===== src/hfo_pkg.sv =====
/*
 * Package for the high-frequency oscillator control block.
 * Holds register addresses, field positions, reset values and the clock enable carrier.
 * Assumes nothing of its surroundings.
 */
`default_nettype none
package hfo_pkg;
	// ****************
	// Register map
	// ****************
	localparam logic [7:0] HFO_ADDR_CONTROL = 8'hb2;
	localparam logic [7:0] HFO_ADDR_TRIM = 8'hb3;
	localparam logic [7:0] HFO_ADDR_LEGACY_MULT = 8'hb9;
	// Control field positions
	localparam int HFO_BIT_ENABLE = 7;
	localparam int HFO_BIT_READY = 6;
	localparam int HFO_BIT_SUSPEND = 5;
	// Reset values
	localparam logic [6:0] HFO_TRIM_RESET = 7'h40;
	localparam logic [1:0] HFO_DIV_RESET = 2'h0;
	localparam logic [7:0] HFO_LEGACY_MULT_VALUE = 8'he0;
	// System clock source codes
	localparam logic [2:0] HFO_SRC_SCALED = 3'h0;
	localparam logic [2:0] HFO_SRC_HALF = 3'h2;
	localparam logic [2:0] HFO_SRC_FULL = 3'h3;
	// Divider count width: divide by 32 at most
	localparam int HFO_DIV_W = 5;
	// Cycles from enable to frequency ready
	localparam logic [3:0] HFO_SETTLE_CYCLES = 4'h8;
	// Outgoing clock enables
	typedef struct packed {
		logic core_en;
		logic periph_en;
	} hfo_clk_en_t;
	// Suspend sequencer states
	typedef enum logic [2:0] {
		HFO_RUN = 3'b001,
		HFO_SUSP = 3'b010,
		HFO_WAKE = 3'b100
	} hfo_state_t;
endpackage
`default_nettype wire


===== src/hfo_ctrl.sv =====
/*
 * High-frequency oscillator control: control, trim and legacy multiplier registers,
 * divide chain producing a one-cycle core clock enable, suspend and wake on pin edge.
 * Assumes the oscillator itself is represented by sys_clk_i; the SFR bus is synchronous.
 */
`default_nettype none
module hfo_ctrl
	import hfo_pkg::*;
#(
	parameter logic [6:0] TRIM_RESET = HFO_TRIM_RESET
) (
	input wire logic sys_clk_i, // Free-running reference clock
	input wire logic rst_n_i, // Asynchronous system reset, active low
	input wire logic sfr_wr_i, // SFR write strobe
	input wire logic sfr_rd_i, // SFR read strobe
	input wire logic [7:0] sfr_addr_i, // SFR address
	input wire logic [7:0] sfr_wdata_i, // SFR write data
	input wire logic [2:0] system_clock_source_select_i, // Clock source code
	input wire logic wake_edge_pin_i, // Wake pin
	output logic [7:0] sfr_rdata_o, // SFR read data
	output logic [6:0] hf_osc_trim_o, // Trim to analog oscillator
	output logic hf_osc_enable_o, // Oscillator enable to analog
	output logic hf_osc_run_o, // Oscillator running, not suspended
	output logic core_clock_en_o, // Core clock enable pulse
	output logic periph_clock_en_o, // Peripheral clock enable pulse
	output logic hf_selected_o // Internal oscillator is clock source
);
	// ****************
	// State
	// ****************
	logic [6:0] trim_q, trim_d;
	logic enable_q, enable_d;
	logic suspend_q, suspend_d;
	logic [1:0] div_sel_q, div_sel_d;
	logic [3:0] settle_q, settle_d;
	logic ready_q, ready_d;
	logic wake_pin_q, wake_pin_d;
	logic [HFO_DIV_W-1:0] div_cnt_q, div_cnt_d;
	hfo_state_t state_q, state_d;
	hfo_clk_en_t clk_en_q, clk_en_d;
	logic [7:0] rdata_q, rdata_d;
	logic hf_sel_q, hf_sel_d;
	logic run_q, run_d;
	logic wr_ctrl, wr_trim, wake_edge, tick, hf_src;
	logic [HFO_DIV_W-1:0] div_max;

	// Write decode
	assign wr_ctrl = sfr_wr_i && (sfr_addr_i == HFO_ADDR_CONTROL);
	assign wr_trim = sfr_wr_i && (sfr_addr_i == HFO_ADDR_TRIM);
	// Wake edge from registered pin, both polarities
	assign wake_edge = wake_edge_pin_i ^ wake_pin_q;
	// Internal oscillator is the clock source
	assign hf_src = (system_clock_source_select_i == HFO_SRC_SCALED) ||
		(system_clock_source_select_i == HFO_SRC_HALF) ||
		(system_clock_source_select_i == HFO_SRC_FULL);

	// ****************
	// Divide chain
	// ****************
	// Terminal count per source select and post-divider
	always_comb begin
		case (system_clock_source_select_i)
			HFO_SRC_HALF: div_max = 5'h01;
			HFO_SRC_FULL: div_max = 5'h00;
			default: begin
				case (div_sel_q)
					2'h0: div_max = 5'h1f;
					2'h1: div_max = 5'h0f;
					2'h2: div_max = 5'h07;
					default: div_max = 5'h03;
				endcase
			end
		endcase
	end
	assign tick = (div_cnt_q >= div_max);

	// ****************
	// Register file
	// ****************
	// Control and trim fields; unused bits are never stored
	always_comb begin
		trim_d = trim_q;
		enable_d = enable_q;
		suspend_d = suspend_q;
		div_sel_d = div_sel_q;
		// Wake clears suspend; a control write in the same cycle wins
		if (state_q == HFO_SUSP && wake_edge) begin
			suspend_d = 1'b0;
		end
		if (wr_trim) begin
			trim_d = sfr_wdata_i[6:0];
		end
		if (wr_ctrl) begin
			enable_d = sfr_wdata_i[HFO_BIT_ENABLE];
			suspend_d = sfr_wdata_i[HFO_BIT_SUSPEND];
			div_sel_d = sfr_wdata_i[1:0];
		end
	end
	// Register file flops
	always_ff @(posedge sys_clk_i or negedge rst_n_i) begin
		if (!rst_n_i) begin
			trim_q <= TRIM_RESET;
			enable_q <= 1'b1;
			suspend_q <= 1'b0;
			div_sel_q <= HFO_DIV_RESET;
		end else begin
			trim_q <= trim_d;
			enable_q <= enable_d;
			suspend_q <= suspend_d;
			div_sel_q <= div_sel_d;
		end
	end

	// ****************
	// Suspend sequencer
	// ****************
	// Run, suspend on the bit, wake on either pin edge, then back to run
	always_comb begin
		state_d = state_q;
		case (state_q)
			HFO_RUN: begin
				if (suspend_q) begin
					state_d = HFO_SUSP;
				end
			end
			HFO_SUSP: begin
				if (wake_edge) begin
					state_d = HFO_WAKE;
				end
			end
			HFO_WAKE: begin
				state_d = HFO_RUN;
			end
			default: begin
				state_d = HFO_RUN;
			end
		endcase
	end
	// Sequencer flops
	always_ff @(posedge sys_clk_i or negedge rst_n_i) begin
		if (!rst_n_i) begin
			state_q <= HFO_RUN;
		end else begin
			state_q <= state_d;
		end
	end

	// ****************
	// Wake detect
	// ****************
	// Pin copy runs on the always-on clock, also while suspended
	always_comb begin
		wake_pin_d = wake_edge_pin_i;
	end
	// Wake pin flop; a pin high at reset gives one edge, ignored while running
	always_ff @(posedge sys_clk_i or negedge rst_n_i) begin
		if (!rst_n_i) begin
			wake_pin_q <= 1'b0;
		end else begin
			wake_pin_q <= wake_pin_d;
		end
	end

	// ****************
	// Frequency ready
	// ****************
	// Count settling cycles of enabled running; ready once counted out
	always_comb begin
		if (!enable_q || state_q != HFO_RUN) begin
			settle_d = '0;
			ready_d = 1'b0;
		end else if (settle_q != HFO_SETTLE_CYCLES) begin
			settle_d = settle_q + 4'h1;
			ready_d = 1'b0;
		end else begin
			settle_d = settle_q;
			ready_d = 1'b1;
		end
	end
	// Ready flops; out of reset the enabled oscillator counts as settled
	always_ff @(posedge sys_clk_i or negedge rst_n_i) begin
		if (!rst_n_i) begin
			settle_q <= HFO_SETTLE_CYCLES;
			ready_q <= 1'b1;
		end else begin
			settle_q <= settle_d;
			ready_q <= ready_d;
		end
	end

	// ****************
	// Divide counter
	// ****************
	// Counter parks at zero outside running, so pulses restart on a boundary
	always_comb begin
		if (state_q != HFO_RUN || !enable_q) begin
			div_cnt_d = '0;
		end else if (tick) begin
			div_cnt_d = '0;
		end else begin
			div_cnt_d = div_cnt_q + 5'h01;
		end
	end
	// Divide counter flops
	always_ff @(posedge sys_clk_i or negedge rst_n_i) begin
		if (!rst_n_i) begin
			div_cnt_q <= '0;
		end else begin
			div_cnt_q <= div_cnt_d;
		end
	end

	// ****************
	// Clock enables
	// ****************
	// Whole-cycle pulses only, so gating never leaves a partial clock
	always_comb begin
		clk_en_d.core_en = 1'b1;
		clk_en_d.periph_en = 1'b1;
		if (hf_src) begin
			clk_en_d.core_en = (state_q == HFO_RUN) && enable_q && tick && !suspend_q;
			clk_en_d.periph_en = (state_q == HFO_RUN) && enable_q && tick && !suspend_q;
		end
	end
	// Clock enable flops
	always_ff @(posedge sys_clk_i or negedge rst_n_i) begin
		if (!rst_n_i) begin
			clk_en_q <= '0;
		end else begin
			clk_en_q <= clk_en_d;
		end
	end

	// ****************
	// Status outputs
	// ****************
	// Running and source flags, registered so the outputs come from flops
	always_comb begin
		run_d = enable_d && (state_d == HFO_RUN);
		hf_sel_d = hf_src;
	end
	// Status flops; the internal oscillator is the source out of reset
	always_ff @(posedge sys_clk_i or negedge rst_n_i) begin
		if (!rst_n_i) begin
			run_q <= 1'b1;
			hf_sel_q <= 1'b1;
		end else begin
			run_q <= run_d;
			hf_sel_q <= hf_sel_d;
		end
	end

	// ****************
	// Read data
	// ****************
	// Read mux; unused bits and unmapped addresses read zero
	always_comb begin
		rdata_d = 8'h00;
		if (sfr_rd_i) begin
			case (sfr_addr_i)
				HFO_ADDR_CONTROL: rdata_d = {enable_q, ready_q, suspend_q, 3'h0, div_sel_q};
				HFO_ADDR_TRIM: rdata_d = {1'b0, trim_q};
				HFO_ADDR_LEGACY_MULT: rdata_d = HFO_LEGACY_MULT_VALUE;
				default: rdata_d = 8'h00;
			endcase
		end
	end
	// Read data flop; data stands for the one cycle after the strobe
	always_ff @(posedge sys_clk_i or negedge rst_n_i) begin
		if (!rst_n_i) begin
			rdata_q <= 8'h00;
		end else begin
			rdata_q <= rdata_d;
		end
	end

	// Outputs straight from flops
	assign sfr_rdata_o = rdata_q;
	assign hf_osc_trim_o = trim_q;
	assign hf_osc_enable_o = enable_q;
	assign hf_osc_run_o = run_q;
	assign core_clock_en_o = clk_en_q.core_en;
	assign periph_clock_en_o = clk_en_q.periph_en;
	assign hf_selected_o = hf_sel_q;
endmodule
`default_nettype wire


===== config.mk =====
export PLATFORM = sky130hd
export DESIGN_NAME = hfo_ctrl
export DESIGN_NICKNAME = d
export VERILOG_FILES = /design/src/hfo_pkg.sv /design/src/hfo_ctrl.sv
export SDC_FILE = /design/constraint.sdc
export NUM_CORES = 1
export LEC_CHECK = 0
export ABC_AREA = 1
export BUFFER_PORTS_ARGS = -buffer_cell sky130_fd_sc_hd__buf_4
export CORE_MARGIN = 2
export CORE_UTILIZATION = 35
export CTS_CLUSTER_SIZE = 20
export DETAILED_ROUTE_END_ITERATION = 16
export PLACE_DENSITY = 0.59
export SLEW_MARGIN = 40
export SYNTH_ARGS = -nofsm -noshare
export SYNTH_HDL_FRONTEND = slang
export SYNTH_SLANG_ARGS = --single-unit

===== constraint.sdc =====
create_clock -name sys_clk_i -period 2.6 [get_ports sys_clk_i]
set_input_delay 0.26 -clock sys_clk_i [delete_from_list [all_inputs] [get_ports sys_clk_i]]
set_output_delay 0.26 -clock sys_clk_i [all_outputs]
set_load 0.02 [all_outputs]

==> results of run 1 <==
where the power goes:
part | switching (mW) | internal, mW
logic | 0.215 | 0.175
registers | 0.0629 | 0.650
clock network | 0.215 | 0.289
cell type report:
class                           instances  area, µm²  share of cell area, %
Multi-Input combinational cell        127        694                   30.8
Timing Repair Buffer                   44        333                   14.8
Tap cell                               67       83.8                   3.72
Inverter                               32        120                   5.32
Clock inverter                          3       46.3                   2.05
Clock buffer                            5       68.8                   3.05
Sequential cell                        36        910                   40.3
cell families after synthesis:
| logic type | count (synthesis) | share of synthesized area [%] |
|---|---|---|
| buffers and inverters | 35 | 8.23 |
| adders and majority gates | 8 | 5.73 |
| xor gates and xnor gates | 5 | 2.51 |
| and+or+nand+nor | 96 | 26.1 |
| AOI/OAI and AO/OA | 18 | 5.44 |
| DFF | 36 | 52.0 |
state kept, by name (all words and copies together) (netlist names):
register and cells:
wake_pin_q 1, ready_q 1, hf_osc_trim_o 7, hf_selected_o 1
div_sel_q 2, settle_q 4, suspend_q 1, hf_osc_run_o 1
sfr_rdata_o 8, core_clock_en_o 1, hf_osc_enable_o 1, div_cnt_q 5
state_q 3
stage by stage:
stage / instances / hold slack [ns] / util (%) / setup WS (ns)
floorplan: 198 / -0.0356 / - / 1.20
detailed placement: 305 / 0.244 / 44.8 / 0.940
finish: 314 / 0.0877 / 47.4 / 1.03
CTS: 314 / 0.0782 / 47.4 / 1.01
global route: 314 / 0.0776 / 47.4 / 0.795
global placement: 305 / 0.244 / 44.8 / 0.978
metal layers:
| layer | part of all wire [%] | vias up |
|---|---|---|
| li1 | - | 715 |
| met1 | 46 | 629 |
| met2 | 47 | 35 |
| met3 | 4.4 | 5 |
| met4 | 2.2 | 0 |
| met5 | 0 | - |
worst reg2reg max path, delay by kind of cell, from the launching register on:
kind                     cells  cell delay [ns]
AO/OA/AOI/OAI                1             0.16
buffers and inverters        1             0.11
AND/OR/NAND/NOR              4             0.55
adder cells (fa/ha/maj)      1             0.29
flip-flops                   1             0.39
worst max path at each step:
stage | startpoint | to
4_1_cts | div_sel_q[1] | div_cnt_q[3]
5_1_grt | div_sel_q[1] | div_cnt_q[0]
6_report | div_sel_q[1] | div_cnt_q[0]
2_1_floorplan | system_clock_source_select_i[1] | core_clock_en_o
3_5_place_dp | system_clock_source_select_i[2] | core_clock_en_o
3_3_place_gp | system_clock_source_select_i[2] | core_clock_en_o
timing repair:
action,4_1_cts,5_1_grt
hold endpoints to repair,29,0
hold buffers,1,0
endpoints found under the setup margin,0,0
buffers inserted,0,0
cell usage after synthesis, drive strengths merged:
library cell and number:
o21ai 12, clkinv 1, inv 31, nor2 19
nand2 46, ha 8, xor2 3, dfrtp 29
xnor2 2, nand4 1, dfstp 7, nand3 19
or2 1, buf 3, nor3 10, a21o 1
a21oi 4, a211oi 1
==> out/summary.txt, run 1 <==
DRT iter0 DRCs = 102
Met2 GRT Util = 22.0%
Most frequent cells in the layout = nand2_1 (44), buf_4 (43), inv_1 (31)
Final net count = 278
Sequential area share after synthesis = 52.0%
Die Width = 74.7 µm
Commonest non-fill, non-tap cell in the layout = nand2_1
Synthesized net count = 230
CTS clk-pin slew, worst paths = 0.08 ns
Grt peak-use layer = met2
Vias in the first global route = 1278
IO Port Bufs = 43
Final Hold Fails = 0
Mapped cell area = 1750 µm²
Hold Path Cell Cnt = 1
Io pins = 44
Max FO, Critical Path = 5
Leakage Power = 1.21 nW
CTS Buffer Depth = 2
Cell Chain, Critical Path = inv_1 > nand3_1 > ha_1 > a21o_1 > nor2_1 > nand2_1 > nor3_1
Die Ht = 74.7 µm
Synth top area cells = dfrtp_1 (42%), dfstp_2 (11%), nand2_1 (9.4%)
Starting Density = 36.8%
CP peak stage delay = 0.39 ns
Post-Synthesis Cells = 198
Critical Path RT = 2.80 ns
Total Power = 1.61 mW
CTS H-tree depth = 2
Max-slew violations = 0
Total negative setup slack = 0 ns
Unrepaired setup endpoints after global routing = no
Max Cap Violations = 0
Via/cell ratio = 4.41
Cts repair resizes = 0
Wire per inst = 10.7 µm
Avg Inst Size Synth = 8.83 µm²
Delay-heaviest family, CP = simple AND/OR/NAND/NOR gates
Final min period = 1.57 ns
CTS tree = done
Clock skew = 0.00593 ns
Grt met3 use = 2.54%
Total gr overflow = 0
Crit Reg-Reg Startpoint = div_sel_q[1]
Synth Warn # = 0
Clock root buffer = clkbuf_8
Synth top area share = 41.5%
Vias after detailed routing = 1384
Reg2reg end = div_cnt_q[0]
Detailed Place HPWL = 2550 µm
Post-DP Area = 2130 µm²
Site Rows = 25
DRC viols = 0
Data arrival time of the critical path = 1.77 ns
Relative slew slack = 70.7%
Tot GR Track Use = 14.1%
CP startpoint kind = register
Endpoint with the worst hold slack = wake_pin_q
Routability cong. = 0.756
Worst-Margin Slew = 0.440 ns
Yosys top cell by area = dfrtp_1
CTS buffer count = 5
Reg2reg path depth = 7
Drt total wl = 3350 µm
Global-route wire length before repair = 5860 µm
Kind of critical path = reg2reg
Status = finished, final reports clean
Largest net degree at the start of global routing = 37
P&R area growth vs syn = 29.1%
Unique masters post-synth = 25
Post-Layout Inst Area = 2260 µm²
CTS sink cnt = 36
Clk_lat worst skew = 0.29 ns
Cell count along the critical path = 7
Core Area = 4750 µm²
Initial antenna violation count = 0
Crit end category = register
Worst Path Buf+Inv = 1
First-pass iteration count of the detailed router = 4
Die area = 5580 µm²
Hold Crit Start = wake_edge_pin_i
Peak supply drop = 394 µV
Pwr/cell area = 712 nW/µm²
Share of cells above drive strength 1 = 26.7%
Slowest CP cell = dfrtp_1
FMAX = 638 MHz
Final setup viols = 0
M1 GR Usage = 18.8%
Fillers = 497
Final period utilization = 60.3%
Worst min path class = in2reg
FF-to-FF setup slack = 1.03 ns
Yosys reg bits = 36
Antenna-violating nets left = 0
Diodes inserted = 0
Power figures use the tool's default switching activity.
==> run 2: changes to the inputs <==
ABC_AREA = 0   (was 1)
clock period = 1.6 ns   (was 2.6 ns; I/O delays follow)
==> out/summary.txt, run 2 <==
Cell Chain, Critical Path = or3_4 > ha_4 > a211o_4 > a211oi_2 (was inv_1 > nand3_1 > ha_1 > a21o_1 > nor2_1 > nand2_1 > nor3_1)
Top_reg_cell synth = dfrtp_1 (unchanged)
Io pins = 44 (unchanged)
Post-Synthesis Cells = 145 (was 198)
Sequential area share after synthesis = 51.2% (was 52.0%)
Total Power = 1.83 mW (was 1.61 mW)
Drt total wl = 3880 µm (was 3350 µm)
Die Ht = 75.3 µm (was 74.7 µm)
Detailed Place HPWL = 2850 µm (was 2550 µm)
Endpoint with the worst hold slack = hf_selected_o (was wake_pin_q)
Final net count = 233 (was 278)
CTS clk-pin slew, worst paths = 0.07 ns (was 0.08 ns)
Relative slew slack = 69.4% (was 70.7%)
Worst Setup Slack, final = -0.0246 ns (was 1.03 ns)
Max Cap Violations = 0 (unchanged)
Hold Crit Start = system_clock_source_select_i[0] (was wake_edge_pin_i)
Share of cells above drive strength 1 = 47.5% (was 26.7%)
Hold Path Cell Cnt = 2 (was 1)
Vias in the first global route = 1365 (was 1278)
Crit end category = register (unchanged)
Final setup viols = 4 (was 0)
Tot GR Track Use = 14.9% (was 14.1%)
EDFF count, synth = 0 (unchanged)
Max FO, Critical Path = 5 (unchanged)
CTS tree = done (unchanged)
Yosys top cell by area = dfrtp_1 (unchanged)
Worst min path class = in2reg (unchanged)
Yosys reg bits = 36 (unchanged)
Max-slew violations = 0 (unchanged)
Reg2reg end = div_cnt_q[3] (was div_cnt_q[0])
Final Hold Fails = 0 (unchanged)
CTS buffer count = 5 (unchanged)
IO Port Bufs = 43 (unchanged)
Leakage Power = 1.15 nW (was 1.21 nW)
Crit Reg-Reg Startpoint = div_sel_q[0] (was div_sel_q[1])
Peak supply drop = 577 µV (was 394 µV)
Antenna-violating nets left = 0 (unchanged)
Avg Inst Size Synth = 12.3 µm² (was 8.83 µm²)
Worst Path Buf+Inv = 0 (was 1)
P&R area growth vs syn = 36.2% (was 29.1%)
Data arrival time of the critical path = 1.83 ns (was 1.77 ns)
Kind of critical path = reg2reg (unchanged)
Status = finished, violations left (was finished, final reports clean)
DP Worst Slack = -0.184 ns (was 0.940 ns)
Site Rows = 25 (unchanged)
CTS H-tree depth = 2 (unchanged)
DRC viols = 0 (unchanged)
CP startpoint kind = register (unchanged)
Via/cell ratio = 4.84 (was 4.41)
Clock root buffer = clkbuf_8 (unchanged)
Core Area = 4820 µm² (was 4750 µm²)
Critical Path RT = 1.80 ns (was 2.80 ns)
CTS Buffer Depth = 2 (unchanged)
Unique masters post-synth = 38 (was 25)
Reg2reg path depth = 4 (was 7)
Final period utilization = 102% (was 60.3%)
Unrepaired setup endpoints after global routing = yes (was no)
Synth top area share = 40.8% (was 41.5%)
Wire per inst = 14.4 µm (was 10.7 µm)
Die area = 5670 µm² (was 5580 µm²)
Fillers = 451 (was 497)
Synthesized net count = 177 (was 230)
Pwr/cell area = 755 nW/µm² (was 712 nW/µm²)
CP peak stage delay = 0.40 ns (was 0.39 ns)
Final min period = 1.62 ns (was 1.57 ns)
Final Util = 50.3% (was 47.4%)
Most frequent cells in the layout = buf_4 (50), dfrtp_1 (29), nor2_1 (13) (was nand2_1 (44), buf_4 (43), inv_1 (31))
Failing checks = negative setup slack
Die Width = 75.3 µm (was 74.7 µm)
Slowest CP cell = dfrtp_1 (unchanged)
FMAX = 616 MHz (was 638 MHz)
First-pass iteration count of the detailed router = 4 (unchanged)
Clk_lat worst skew = 0.28 ns (was 0.29 ns)
Routability cong. = 0.772 (was 0.756)
Worst-Margin Slew = 0.460 ns (was 0.440 ns)
Post-Layout Inst Area = 2420 µm² (was 2260 µm²)
Starting Density = 36.9% (was 36.8%)
FF-to-FF setup slack = -0.02 ns (was 1.03 ns)
Total gr overflow = 0 (unchanged)
Synth Warn # = 0 (unchanged)
Vias after detailed routing = 1302 (was 1384)
CTS sink cnt = 36 (unchanged)
Largest net degree at the start of global routing = 37 (unchanged)
Most frequent cell after synthesis = dfrtp_1 (was nand2_1)
Top post-synthesis cells by count = dfrtp_1 (29), nor2_1 (13), ha_1 (8), inv_1 (8), mux2i_1 (8) (was nand2_1 (44), inv_1 (31), dfrtp_1 (29), nand3_1 (19), nor2_1 (15))
DRT iter0 DRCs = 46 (was 102)
Synth top area cells = dfrtp_1 (41%), dfstp_2 (10%), mux2_4 (5.9%) (was dfrtp_1 (42%), dfstp_2 (11%), nand2_1 (9.4%))
Post-DP Area = 2210 µm² (was 2130 µm²)
Global-route wire length before repair = 6290 µm (was 5860 µm)
Commonest non-fill, non-tap cell in the layout = buf_4 (was nand2_1)
Initial antenna violation count = 0 (unchanged)
Mapped cell area = 1780 µm² (was 1750 µm²)
Asr flop ratio synth = 100% (unchanged)
Max reg flops = 8 (unchanged)
Clock skew = 0.00449 ns (was 0.00593 ns)
Delay-heaviest family, CP = compound AO/OA/AOI/OAI gates (was simple AND/OR/NAND/NOR gates)
Diodes inserted = 0 (unchanged)
run 2: cell types whose count changed in the layout (fill, tap and decap cells not counted), sizes merged, moves of 6 or more:
cell,change
buf,+7
o21ai,-9
inv,-24
mux2i,+8
mux2,+10
nand3,-14
nand2,-42
nor2,-6
nor3,-10
run 2: logic make-up (layout without fill, tap and decap cells):
family                     Yosys count  count (layout)  share of synthesized area (%)
DFF                                 36              36                           51.2
AOI/OAI and AO/OA                   21              21                           8.09
muxes                               18              18                           12.3
and+or+nand+nor                     44              44                           16.5
buffers and inverters               12              69                           3.38
xor gates and xnor gates             6               6                           2.96
adders and majority gates            8               8                           5.63
run 2: per-layer routing:
| layer | track usage [%] | vias up | share of wire, % |
|---|---|---|---|
| met2 | 26.6 | 38 | 52 |
| met5 | 0 | - | 0 |
| li1 | - | 626 | - |
| met4 | 5.85 | 0 | 1.9 |
| met1 | 17.0 | 630 | 41 |
| met3 | 4.02 | 8 | 5.5 |
run 2: area by class of cell:
type	instances	area (µm²)	share of cell area, %
sequential	36	910	37.6
timing repair buffer	53	405	16.7
clock buffer	7	76.3	3.15
multi-input combinational	97	912	37.7
clock inverter	1	5.00	0.207
tap	67	83.8	3.46
inverter	8	30.0	1.24
run 2: worst max path at each step:
stage,startpoint,to,slack [ns],depth (start not counted)
final,div_sel_q[0],div_cnt_q[3],-0.02,4
after global routing,div_sel_q[0],div_cnt_q[0],-0.08,4
after CTS,div_sel_q[1],div_cnt_q[2],-0.02,4
after detailed placement,div_sel_q[1],core_clock_en_o,-0.18,6
after global placement,div_sel_q[1],core_clock_en_o,-0.15,6
after floorplan,div_sel_q[1],div_cnt_q[1],-0.03,4
run 2: stage by stage:
stage               instances  hold WS, ns  TNS [ns]
floorplan                 145       -0.136    -0.156
global placement          258        0.137    -0.519
detailed placement        258        0.145    -0.763
CTS                       269       0.0172   -0.0767
global route              269       0.0414    -0.326
finish                    269       0.0292   -0.0617
run 2: timing repair:
action                     4_1_cts  5_1_grt
hold endpoints to repair        31        0
buffers inserted                 0        0
resized for setup               17        3
setup endpoints to repair        6        6
hold buffers                     3        0
pin swaps                        3        2
run 2: report_power, final:
| group | leakage [nW] | switching [mW] | internal, mW |
|---|---|---|---|
| clock network | 0.0422 | 0.312 | 0.305 |
| registers | 0.470 | 0.0213 | 0.940 |
| logic | 0.637 | 0.120 | 0.131 |
